## src/include/pbu_pkg.sv

```systemverilog
// Purpose: Shared constants for the four-channel PWM generator with brake
// Assumes: Byte-wide register port, 8-bit register offsets
// Notes:   Offsets of high-bits and brake/interrupt registers are local choices
package pbu_pkg;
  localparam int        NUM_CH       = 4;
  localparam int        CNT_W        = 10;
  localparam int        ADDR_W       = 8;
  localparam int        DATA_W       = 8;
  // Register offsets
  localparam logic [7:0] OFF_PERIOD_LOW  = 8'hD9;
  localparam logic [7:0] OFF_DUTY0_LOW   = 8'hDA;
  localparam logic [7:0] OFF_DUTY1_LOW   = 8'hDB;
  localparam logic [7:0] OFF_CONTROL_ONE = 8'hDC;
  localparam logic [7:0] OFF_DUTY2_LOW   = 8'hD1;
  localparam logic [7:0] OFF_DUTY3_LOW   = 8'hD2;
  localparam logic [7:0] OFF_HIGH_BITS   = 8'hD3;
  localparam logic [7:0] OFF_HIGH_PERIOD = 8'hD4;
  localparam logic [7:0] OFF_BRAKE_CTRL  = 8'hD5;
  localparam logic [7:0] OFF_IRQ_STATUS  = 8'hD6;
  localparam logic [7:0] OFF_IRQ_ENABLE  = 8'hD7;
  localparam logic [7:0] OFF_IRQ_CLEAR   = 8'hD8;
  // Control one fields
  localparam int        CTL_RUN_POS   = 7;
  localparam int        CTL_LOAD_POS  = 6;
  localparam int        CTL_CF_POS    = 5;
  localparam int        CTL_CLR_POS   = 4;
  // Brake control fields
  localparam int        BRK_MODE_POS  = 7;
  localparam int        BRK_POL_POS   = 6;
  localparam int        BRK_PEN_POS   = 5;
  localparam int        BRK_EN_POS    = 4;
  // Status bits
  localparam int        IRQ_BRAKE_POS = 0;
  localparam int        IRQ_CF_POS    = 1;
  localparam int        IRQ_W         = 2;
  // Reset values
  localparam logic [7:0] RST_BYTE     = 8'h00;
  localparam logic [9:0] RST_PERIOD   = 10'h3FF;
  localparam logic [9:0] RST_COUNT    = 10'h000;
endpackage

```

## src/design/pbu_sync.sv

```systemverilog
// Purpose: Two-stage synchroniser for the brake pin
// Assumes: Input is asynchronous to core_clk
// Notes:   First stage feeds only the second
`timescale 1ns/1ns
module pbu_sync (
  input  wire logic core_clk,
  input  wire logic rst,
  input  wire logic async_in,
  output logic      sync_out
);
  logic meta;
  logic next_meta;
  logic next_out;
  always_comb begin
    next_meta = async_in;
    next_out  = meta;
  end
  always_ff @(posedge core_clk or posedge rst) begin
    if (rst) begin
      meta     <= 1'b0;
      sync_out <= 1'b0;
    end else begin
      meta     <= next_meta;
      sync_out <= next_out;
    end
  end
endmodule

```

## src/design/pbu_channel.sv

```systemverilog
// Purpose: One PWM channel compare, invert and brake override
// Assumes: Counter and duty on the same clock
// Notes:   Output registered so top outputs come from flops
`timescale 1ns/1ns
module pbu_channel (
  input  wire logic                    core_clk,
  input  wire logic                    rst,
  input  wire logic [pbu_pkg::CNT_W-1:0] count,
  input  wire logic [pbu_pkg::CNT_W-1:0] duty,
  input  wire logic                    running,
  input  wire logic                    invert,
  input  wire logic                    brake,
  input  wire logic                    brake_level,
  output logic                         pwm_out
);
  import pbu_pkg::*;
  logic next_pwm;
  always_comb begin
    if (brake) begin
      next_pwm = brake_level;
    end else if (running) begin
      next_pwm = (count < duty) ^ invert;
    end else begin
      next_pwm = invert;
    end
  end
  always_ff @(posedge core_clk or posedge rst) begin
    if (rst) begin
      pwm_out <= 1'b0;
    end else begin
      pwm_out <= next_pwm;
    end
  end
endmodule

```

## src/design/pbu_top.sv

```systemverilog
// Purpose: Four-channel PWM generator with brake and register port
// Assumes: Byte register port, read data one cycle after read strobe
// Notes:   Brake pin synchronised, so pin brake lands three cycles late
//
// Summary of operation
// - Four channels share one 10-bit period counter.
// - Low eight bits of the period live in a writable register.
// - Each channel has its own low-byte duty register.
// - Brake enable 0 never brakes; 1 follows pin enable and mode.
// - Polarity 0 means pin low requests brake; 1 means high.
// - While braking each output takes its own brake level bit.
// - Pin enable 0, mode 0: brake under software enable bit.
// - Pin enable 0, mode 1: brake while stopped, release while running.
// - Pin enable 1, mode 0: pin brake, run cleared, flag set.
`timescale 1ns/1ns
module pbu_top (
  input  wire logic                       core_clk,
  input  wire logic                       rst,
  input  wire logic [pbu_pkg::ADDR_W-1:0] addr,
  input  wire logic [pbu_pkg::DATA_W-1:0] wdata,
  input  wire logic                       wr_stb,
  input  wire logic                       rd_stb,
  output logic      [pbu_pkg::DATA_W-1:0] rdata,
  input  wire logic                       brake_pin,
  output logic      [pbu_pkg::NUM_CH-1:0] pwm_out,
  output logic                            irq
);
  import pbu_pkg::*;

  logic [7:0]       period_low;
  logic [1:0]       period_high;
  logic [7:0]       duty_low [NUM_CH];
  logic [7:0]       duty_high;
  logic [7:0]       control_one;
  logic [7:0]       brake_ctrl;
  logic [CNT_W-1:0] count;
  logic [CNT_W-1:0] period_act;
  logic [CNT_W-1:0] duty_act [NUM_CH];
  logic [IRQ_W-1:0] irq_status;
  logic [IRQ_W-1:0] irq_enable;
  logic             brake_pin_s;
  logic             brake_req;
  logic             brake_on;
  logic             pin_brake;
  logic             wrap;

  logic [7:0]       next_period_low;
  logic [1:0]       next_period_high;
  logic [7:0]       next_duty_low [NUM_CH];
  logic [7:0]       next_duty_high;
  logic [7:0]       next_control_one;
  logic [7:0]       next_brake_ctrl;
  logic [CNT_W-1:0] next_count;
  logic [CNT_W-1:0] next_period_act;
  logic [CNT_W-1:0] next_duty_act [NUM_CH];
  logic [IRQ_W-1:0] next_irq_status;
  logic [IRQ_W-1:0] next_irq_enable;
  logic [7:0]       next_rdata;
  logic             next_irq;

  wire logic run     = control_one[CTL_RUN_POS];
  wire logic brk_en  = brake_ctrl[BRK_EN_POS];
  wire logic brk_pen = brake_ctrl[BRK_PEN_POS];
  wire logic brk_md  = brake_ctrl[BRK_MODE_POS];

  pbu_sync u_sync (
    .core_clk (core_clk),
    .rst      (rst),
    .async_in (brake_pin),
    .sync_out (brake_pin_s)
  );

  // Brake condition decode
  always_comb begin
    brake_req = brake_pin_s ^ ~brake_ctrl[BRK_POL_POS];
    pin_brake = brk_en && brk_pen && !brk_md && brake_req;
    brake_on  = 1'b0;
    if (brk_en) begin
      case ({brk_pen, brk_md})
        2'b00:   brake_on = 1'b1;
        2'b01:   brake_on = !run;
        2'b10:   brake_on = brake_req;
        default: brake_on = 1'b0;
      endcase
    end
  end

  // Counter and double-buffered compare values
  always_comb begin
    wrap            = (count >= period_act);
    next_count      = count;
    next_period_act = period_act;
    for (int i = 0; i < NUM_CH; i++) begin
      next_duty_act[i] = duty_act[i];
    end
    if (!run || control_one[CTL_CLR_POS]) begin
      next_count = RST_COUNT;
    end else if (wrap) begin
      next_count = RST_COUNT;
    end else begin
      next_count = count + 10'h001;
    end
    // Shadow update at wrap with the load bit set, or while stopped, avoids glitched periods
    if (!run || (wrap && control_one[CTL_LOAD_POS])) begin
      next_period_act = {period_high, period_low};
      for (int i = 0; i < NUM_CH; i++) begin
        next_duty_act[i] = {duty_high[2*i +: 2], duty_low[i]};
      end
    end
  end

  // Register writes, hardware clears and sticky flags
  always_comb begin
    next_period_low  = period_low;
    next_period_high = period_high;
    next_duty_high   = duty_high;
    next_control_one = control_one;
    next_brake_ctrl  = brake_ctrl;
    next_irq_enable  = irq_enable;
    next_irq_status  = irq_status;
    for (int i = 0; i < NUM_CH; i++) begin
      next_duty_low[i] = duty_low[i];
    end
    if (wr_stb) begin
      case (addr)
        OFF_PERIOD_LOW:  next_period_low = wdata;
        OFF_DUTY0_LOW:   next_duty_low[0] = wdata;
        OFF_DUTY1_LOW:   next_duty_low[1] = wdata;
        OFF_DUTY2_LOW:   next_duty_low[2] = wdata;
        OFF_DUTY3_LOW:   next_duty_low[3] = wdata;
        OFF_HIGH_BITS:   next_duty_high = wdata;
        OFF_HIGH_PERIOD: next_period_high = wdata[1:0];
        OFF_CONTROL_ONE: next_control_one = {wdata[7:6], control_one[CTL_CF_POS], wdata[4:0]};
        OFF_BRAKE_CTRL:  next_brake_ctrl = wdata;
        OFF_IRQ_ENABLE:  next_irq_enable = wdata[IRQ_W-1:0];
        OFF_IRQ_CLEAR:   next_irq_status = irq_status & ~wdata[IRQ_W-1:0];
        default:         next_irq_enable = irq_enable;
      endcase
    end
    // Counter clear is a one-shot
    if (control_one[CTL_CLR_POS]) begin
      next_control_one[CTL_CLR_POS] = 1'b0;
    end
    // Set beats a same-cycle clear
    if (run && wrap) begin
      next_control_one[CTL_CF_POS] = 1'b1;
      next_irq_status[IRQ_CF_POS]  = 1'b1;
    end
    if (pin_brake) begin
      next_control_one[CTL_RUN_POS]  = 1'b0;
      next_irq_status[IRQ_BRAKE_POS] = 1'b1;
    end
    next_irq = |(next_irq_status & next_irq_enable);
  end

  // Read mux, data stand the cycle after the strobe
  always_comb begin
    next_rdata = RST_BYTE;
    if (rd_stb) begin
      case (addr)
        OFF_PERIOD_LOW:  next_rdata = period_low;
        OFF_DUTY0_LOW:   next_rdata = duty_low[0];
        OFF_DUTY1_LOW:   next_rdata = duty_low[1];
        OFF_DUTY2_LOW:   next_rdata = duty_low[2];
        OFF_DUTY3_LOW:   next_rdata = duty_low[3];
        OFF_HIGH_BITS:   next_rdata = duty_high;
        OFF_HIGH_PERIOD: next_rdata = {6'h00, period_high};
        OFF_CONTROL_ONE: next_rdata = control_one;
        OFF_BRAKE_CTRL:  next_rdata = brake_ctrl;
        OFF_IRQ_STATUS:  next_rdata = {6'h00, irq_status};
        OFF_IRQ_ENABLE:  next_rdata = {6'h00, irq_enable};
        default:         next_rdata = RST_BYTE;
      endcase
    end
  end

  always_ff @(posedge core_clk or posedge rst) begin
    if (rst) begin
      period_low  <= RST_PERIOD[7:0];
      period_high <= RST_PERIOD[9:8];
      duty_high   <= RST_BYTE;
      control_one <= RST_BYTE;
      brake_ctrl  <= RST_BYTE;
      irq_status  <= '0;
      irq_enable  <= '0;
      count       <= RST_COUNT;
      period_act  <= RST_PERIOD;
      rdata       <= RST_BYTE;
      irq         <= 1'b0;
      for (int i = 0; i < NUM_CH; i++) begin
        duty_low[i] <= RST_BYTE;
        duty_act[i] <= RST_COUNT;
      end
    end else begin
      period_low  <= next_period_low;
      period_high <= next_period_high;
      duty_high   <= next_duty_high;
      control_one <= next_control_one;
      brake_ctrl  <= next_brake_ctrl;
      irq_status  <= next_irq_status;
      irq_enable  <= next_irq_enable;
      count       <= next_count;
      period_act  <= next_period_act;
      rdata       <= next_rdata;
      irq         <= next_irq;
      for (int i = 0; i < NUM_CH; i++) begin
        duty_low[i] <= next_duty_low[i];
        duty_act[i] <= next_duty_act[i];
      end
    end
  end

  genvar g;
  generate
    for (g = 0; g < NUM_CH; g++) begin : g_ch
      pbu_channel u_ch (
        .core_clk    (core_clk),
        .rst         (rst),
        .count       (count),
        .duty        (duty_act[g]),
        .running     (run),
        .invert      (control_one[g]),
        .brake       (brake_on),
        .brake_level (brake_ctrl[g]),
        .pwm_out     (pwm_out[g])
      );
    end
  endgenerate

  // Checks
  a_brake_off_never: assert property (@(posedge core_clk) disable iff (rst)
    !brk_en |-> !brake_on) else $error("brake active with enable low");
  a_pin_polarity: assert property (@(posedge core_clk) disable iff (rst)
    brk_en && brk_pen && !brk_md && (brake_pin_s == brake_ctrl[BRK_POL_POS]) |-> brake_on)
    else $error("pin brake not applied");
  a_brake_level: assert property (@(posedge core_clk) disable iff (rst)
    brake_on |=> pwm_out == $past(brake_ctrl[3:0])) else $error("brake level wrong");
  a_soft_brake: assert property (@(posedge core_clk) disable iff (rst)
    brk_en && !brk_pen && !brk_md |-> brake_on) else $error("software brake missing");
  a_stop_brake: assert property (@(posedge core_clk) disable iff (rst)
    brk_en && !brk_pen && brk_md |-> brake_on == !run) else $error("stop brake wrong");
  a_pin_stops_run: assert property (@(posedge core_clk) disable iff (rst)
    pin_brake |=> !run && irq_status[IRQ_BRAKE_POS]) else $error("pin brake did not stop");
  a_mode_inert: assert property (@(posedge core_clk) disable iff (rst)
    brk_pen && brk_md |-> !brake_on) else $error("inert mode braked");
  a_count_wrap: assert property (@(posedge core_clk) disable iff (rst)
    run && !control_one[CTL_CLR_POS] && count >= period_act |=> count == 10'h000)
    else $error("counter did not wrap");
  a_count_step: assert property (@(posedge core_clk) disable iff (rst)
    run && !control_one[CTL_CLR_POS] && count < period_act |=> count == $past(count) + 10'h001)
    else $error("counter did not step");
  a_period_write: assert property (@(posedge core_clk) disable iff (rst)
    wr_stb && addr == OFF_PERIOD_LOW |=> period_low == $past(wdata)) else $error("period write lost");
  a_duty_write: assert property (@(posedge core_clk) disable iff (rst)
    wr_stb && addr == OFF_DUTY1_LOW |=> duty_low[1] == $past(wdata)) else $error("duty write lost");
  c_pin_brake: cover property (@(posedge core_clk) disable iff (rst) pin_brake);
  c_wrap: cover property (@(posedge core_clk) disable iff (rst) run && wrap);
  c_irq: cover property (@(posedge core_clk) disable iff (rst) irq);
  c_stop_brake: cover property (@(posedge core_clk) disable iff (rst) brk_md && !brk_pen && brake_on);
endmodule

```

## config.mk

```make
export PLATFORM = sky130hd
export DESIGN_NAME = pbu_top
export DESIGN_NICKNAME = d
export VERILOG_FILES = /design/src/include/pbu_pkg.sv /design/src/design/pbu_sync.sv /design/src/design/pbu_channel.sv /design/src/design/pbu_top.sv
export SDC_FILE = /design/constraint.sdc
export NUM_CORES = 1
export LEC_CHECK = 0
export BUFFER_PORTS_ARGS = -buffer_cell sky130_fd_sc_hd__clkbuf_2
export CORE_ASPECT_RATIO = 1.5
export CORE_MARGIN = 2
export CORE_UTILIZATION = 56
export DETAILED_ROUTE_END_ITERATION = 10
export HOLD_SLACK_MARGIN = 0.08
export PLACE_DENSITY = 0.73
export SLEW_MARGIN = 0
export SYNTH_ARGS = -nofsm -noshare
export SYNTH_HDL_FRONTEND = slang
export SYNTH_SLANG_ARGS = --single-unit
```

## constraint.sdc

```tcl
create_clock -name core_clk -period 4.6 [get_ports core_clk]
set_input_delay 0 -clock core_clk [delete_from_list [all_inputs] [get_ports core_clk]]
set_output_delay 0 -clock core_clk [all_outputs]
set_load 0.005 [all_outputs]
```

==> impl_metrics.ini <==
[power_and_ir_drop]
vdd_ir_drop_max_mv = 0.3180
power.share.clock_pct = 41.0
leakagePower_nw = 4.139
swShare_pct = 31.48
p_sw_w = 0.001053
seq_power_share_pct = 44.1
intPower_w = 0.002291
power_density_nw_per_um2 = 342.4
comb_power_share_pct = 14.9

[synthesis]
synth_nets = 1048
muxShareOfSynthArea_pct = 6.557
avgSynthCellArea_um2 = 9.093
synth_compound_area_share_pct = 20.44
synthAdderAreaFrac_pct = 6.599
ys_types = 68
synthesis.instances = 980
synth_edf_count = 0
synthFlopType = dfrtp_1
synthSimpleGateAreaFrac_pct = 16.12
ys_seq_area_share_pct = 41.00
synthXorXnorAreaFrac_pct = 0.8846
netlist_area_um2 = 8911
synth-seq-cells = 145
async_flop_share_pct = 100.0
synth_top_family_by_area = compound AO/OA/AOI/OAI gates
yosys_warnings = 0

[clock_tree]
cts_buffers = 17
cts_root_buffer = clkbuf_16
htreeDepth = 4
clk_pin_slew_ps = 60
cts_buffer_depth = 2
clock-sinks = 145
clock_latency_ps = 430
cts_tree = yes

[flow_run]
drv_cap = 0

[layout]
drive_gt1_share_pct = 15.70
final_util_pct = 62.50
nNetsFinal = 1042
fill_cells = 1305
diodes = 0
area_growth_pct = 9.590

[global_route]
grt_usage_pct = 32.33
grt_max_degree = 104
grt.overflow.total = 0
grt_pass1_vias = 7487
grt_pass1_wl_um = 41760
antenna_found_initial = 0

[route]
drt-vias-per-instance = 6.638
vias = 7899
drtPass1Iterations = 6
routed_wl_um = 26050
route.detailed.drc = 0
wl_per_cell_um = 21.89
ant_nets = 0
dr.first_iter.drc_count = 1152

[sta]
fmax_mhz = 355.2
drv_slew = 0
setup_viol = 0
worst_pin_slew_ps = 1190
period_needed_ps = 2815
fin_hold_ws_ps = 88.68
rsz0062_at_grt = no
hold_viol_final = 0
finalSetupTns_ps = 0
maxSlewHeadroom_pct = 20.33
finalCritPeriodShare_pct = 61.20
fin_skew_ps = 15.81

[floorplanning]
rows = 56
die_area_um2 = 16960
die_h_um = 158.5
start_util_pct = 57.03
coreArea_um2 = 15630
die_x_um = 107.0
io-pin-count = 34

[status]
status = finished clean

[setup_path]
crit_type = register to register
crit_fanout = 46
cp-end-kind = register
required_ps = 4840
critPathLaunchType = register
cp.arrival_ps = 3060

[placed_design]
io_buffer_count = 33
hpwlAfterDp_um = 18190
globalplace.congestion = 0.9845

[worst_hold_path]
hp-class = input port to register
-- cells in the final DEF (no fill, tap or decap), types with 11 or more instances in the layout --
cell type      Yosys  routed
dfrtp_1          125     123
inv_1            105     104
nand2_1           96      96
nand4_1           63      63
o21ai_0           59      58
a31oi_1           52      52
ha_1              47      47
nand3_1           40      40
mux2_2            33      33
clkbuf_2           1      33
o22ai_1           30      30
a21oi_1           25      25
o211ai_1          22      22
dfstp_2           20      20
o311ai_1          18      18
nor2_1            18      17
clkbuf_16          0      17
dlygate4sd3_1      0      11
-- registers in the layout, summed over array words and instances (netlist names), 2 cells and up --
register           cells
period_high            2
g_ch.u_ch.pwm_out      4
duty_act              40
period_low             8
duty_high              8
irq_enable             2
period_act            10
irq_status             2
control_one            8
duty_low              32
rdata                  8
count                 10
brake_ctrl             8
-- timing repair --
| item | CTS | global route |
|---|---|---|
| gates resized for setup | 0 | 0 |
| endpoints found under the hold margin | 159 | 0 |
| setup buffers | 0 | 0 |
| hold buffers | 11 | 0 |
-- synthesized netlist by cell type, drive strengths merged (4+ instances only) --
| cell | number | area [µm²] |
|---|---|---|
| o22ai | 30 | 187.7 |
| nor2 | 26 | 127.6 |
| nand2b | 10 | 62.56 |
| a21o | 6 | 45.04 |
| nor4 | 5 | 46.29 |
| clkbuf | 50 | 188.9 |
| buf | 27 | 165.2 |
| o2111ai | 6 | 58.80 |
| and3 | 6 | 37.54 |
| nand2 | 100 | 385.4 |
| a211oi | 4 | 30.03 |
| a31oi | 52 | 325.3 |
| o211ai | 22 | 165.2 |
| o311ai | 28 | 245.2 |
| ha | 47 | 588.1 |
| nor3 | 5 | 30.03 |
| inv | 105 | 394.1 |
| o21ai | 62 | 310.3 |
| o31a | 8 | 70.07 |
| a21oi | 26 | 133.9 |
| mux2 | 43 | 491.7 |
| dfstp | 20 | 525.5 |
| nand3 | 42 | 227.7 |
| nand4 | 63 | 394.1 |
| nor2b | 5 | 31.28 |
| dfrtp | 125 | 3128 |
| xor2 | 6 | 52.55 |
| o21bai | 4 | 30.03 |
| a22o | 6 | 52.55 |
| mux2i | 7 | 70.07 |
-- cell type report --
class / instances / area [µm²] / area share [%]
sequential: 145 / 3661 / 37.49
clock inverter: 14 / 145.1 / 1.486
tap: 203 / 254.0 / 2.601
timing repair buffer: 52 / 335.3 / 3.434
clock buffer: 18 / 429.2 / 4.395
multi-input combinational: 653 / 4542 / 46.51
inverter: 105 / 399.1 / 4.087
-- cells by family (layout without fill, tap and decap cells) --
group                      Yosys count  in the layout
AOI/OAI and AO/OA                  274            274
and+or+nand+nor                    272            272
buffers and inverters              182            189
DFF                                145            145
muxes                               51             51
adders and majority gates           47             47
xor gates and xnor gates             9              9
-- metal layers --
| metal | track usage (%) | vias to the layer above | wire (µm) |
|---|---|---|---|
| li1 | - | 3597 | - |
| met1 | 42.72 | 3845 | 10450 |
| met2 | 50.89 | 386 | 12510 |
| met3 | 6.467 | 71 | 1833 |
| met4 | 15.89 | 0 | 1262 |
| met5 | 0 | - | 0 |
-- worst paths after layout --
check,from,endpoint,slack (ps),cells after the start
worst max register to register,count[5]$_DFF_PP0_,duty_act[39]$_DFFE_PP0P_,1780,5
worst min register to register,u_sync.meta$_DFF_PP0_,u_sync.sync_out$_DFF_PP0_,370,0
worst max-delay path,count[5]$_DFF_PP0_,duty_act[39]$_DFFE_PP0P_,1780,5
max in group asynchronous,rst,control_one[7]$_DFFE_PP0P_,3160,4
min in group asynchronous,rst,duty_act[33]$_DFFE_PP0P_,300,3
worst min-delay path,addr[4],control_one[7]$_DFFE_PP0P_,90,5
-- power groups by stage --
| stage | clock network [W] | registers (W) | logic (W) |
|---|---|---|---|
| after floorplan | 0 | 0.00144 | 0.000377 |
| after global placement | 0 | 0.00149 | 0.000478 |
| after detailed placement | 0 | 0.00149 | 0.000481 |
| after CTS | 0.00137 | 0.00147 | 0.000494 |
| after global routing | 0.00143 | 0.00148 | 0.000551 |
| final | 0.00137 | 0.00147 | 0.000498 |
-- critical path, stage by stage, from the launching register on --
cell and delay (ps):
dfrtp_1 490, ha_1 360, nand4_1 200, o21a_1 360, nor2_4 920, o311ai_0 300
-- stage by stage --
stage / instances / power, W / setup slack, ps / area [µm²]
4_1_cts: 1190 / 0.003334 / 1818 / 9766
3_5_place_dp: 1147 / 0.001974 / 1840 / 9081
2_1_floorplan: 980 / 0.001821 / 738.5 / 8911
3_3_place_gp: 1147 / 0.001966 / 1870 / 9081
5_1_grt: 1190 / 0.003469 / 1622 / 9766
6_report: 1190 / 0.003344 / 1785 / 9766
(Power assumes the default switching activity.)
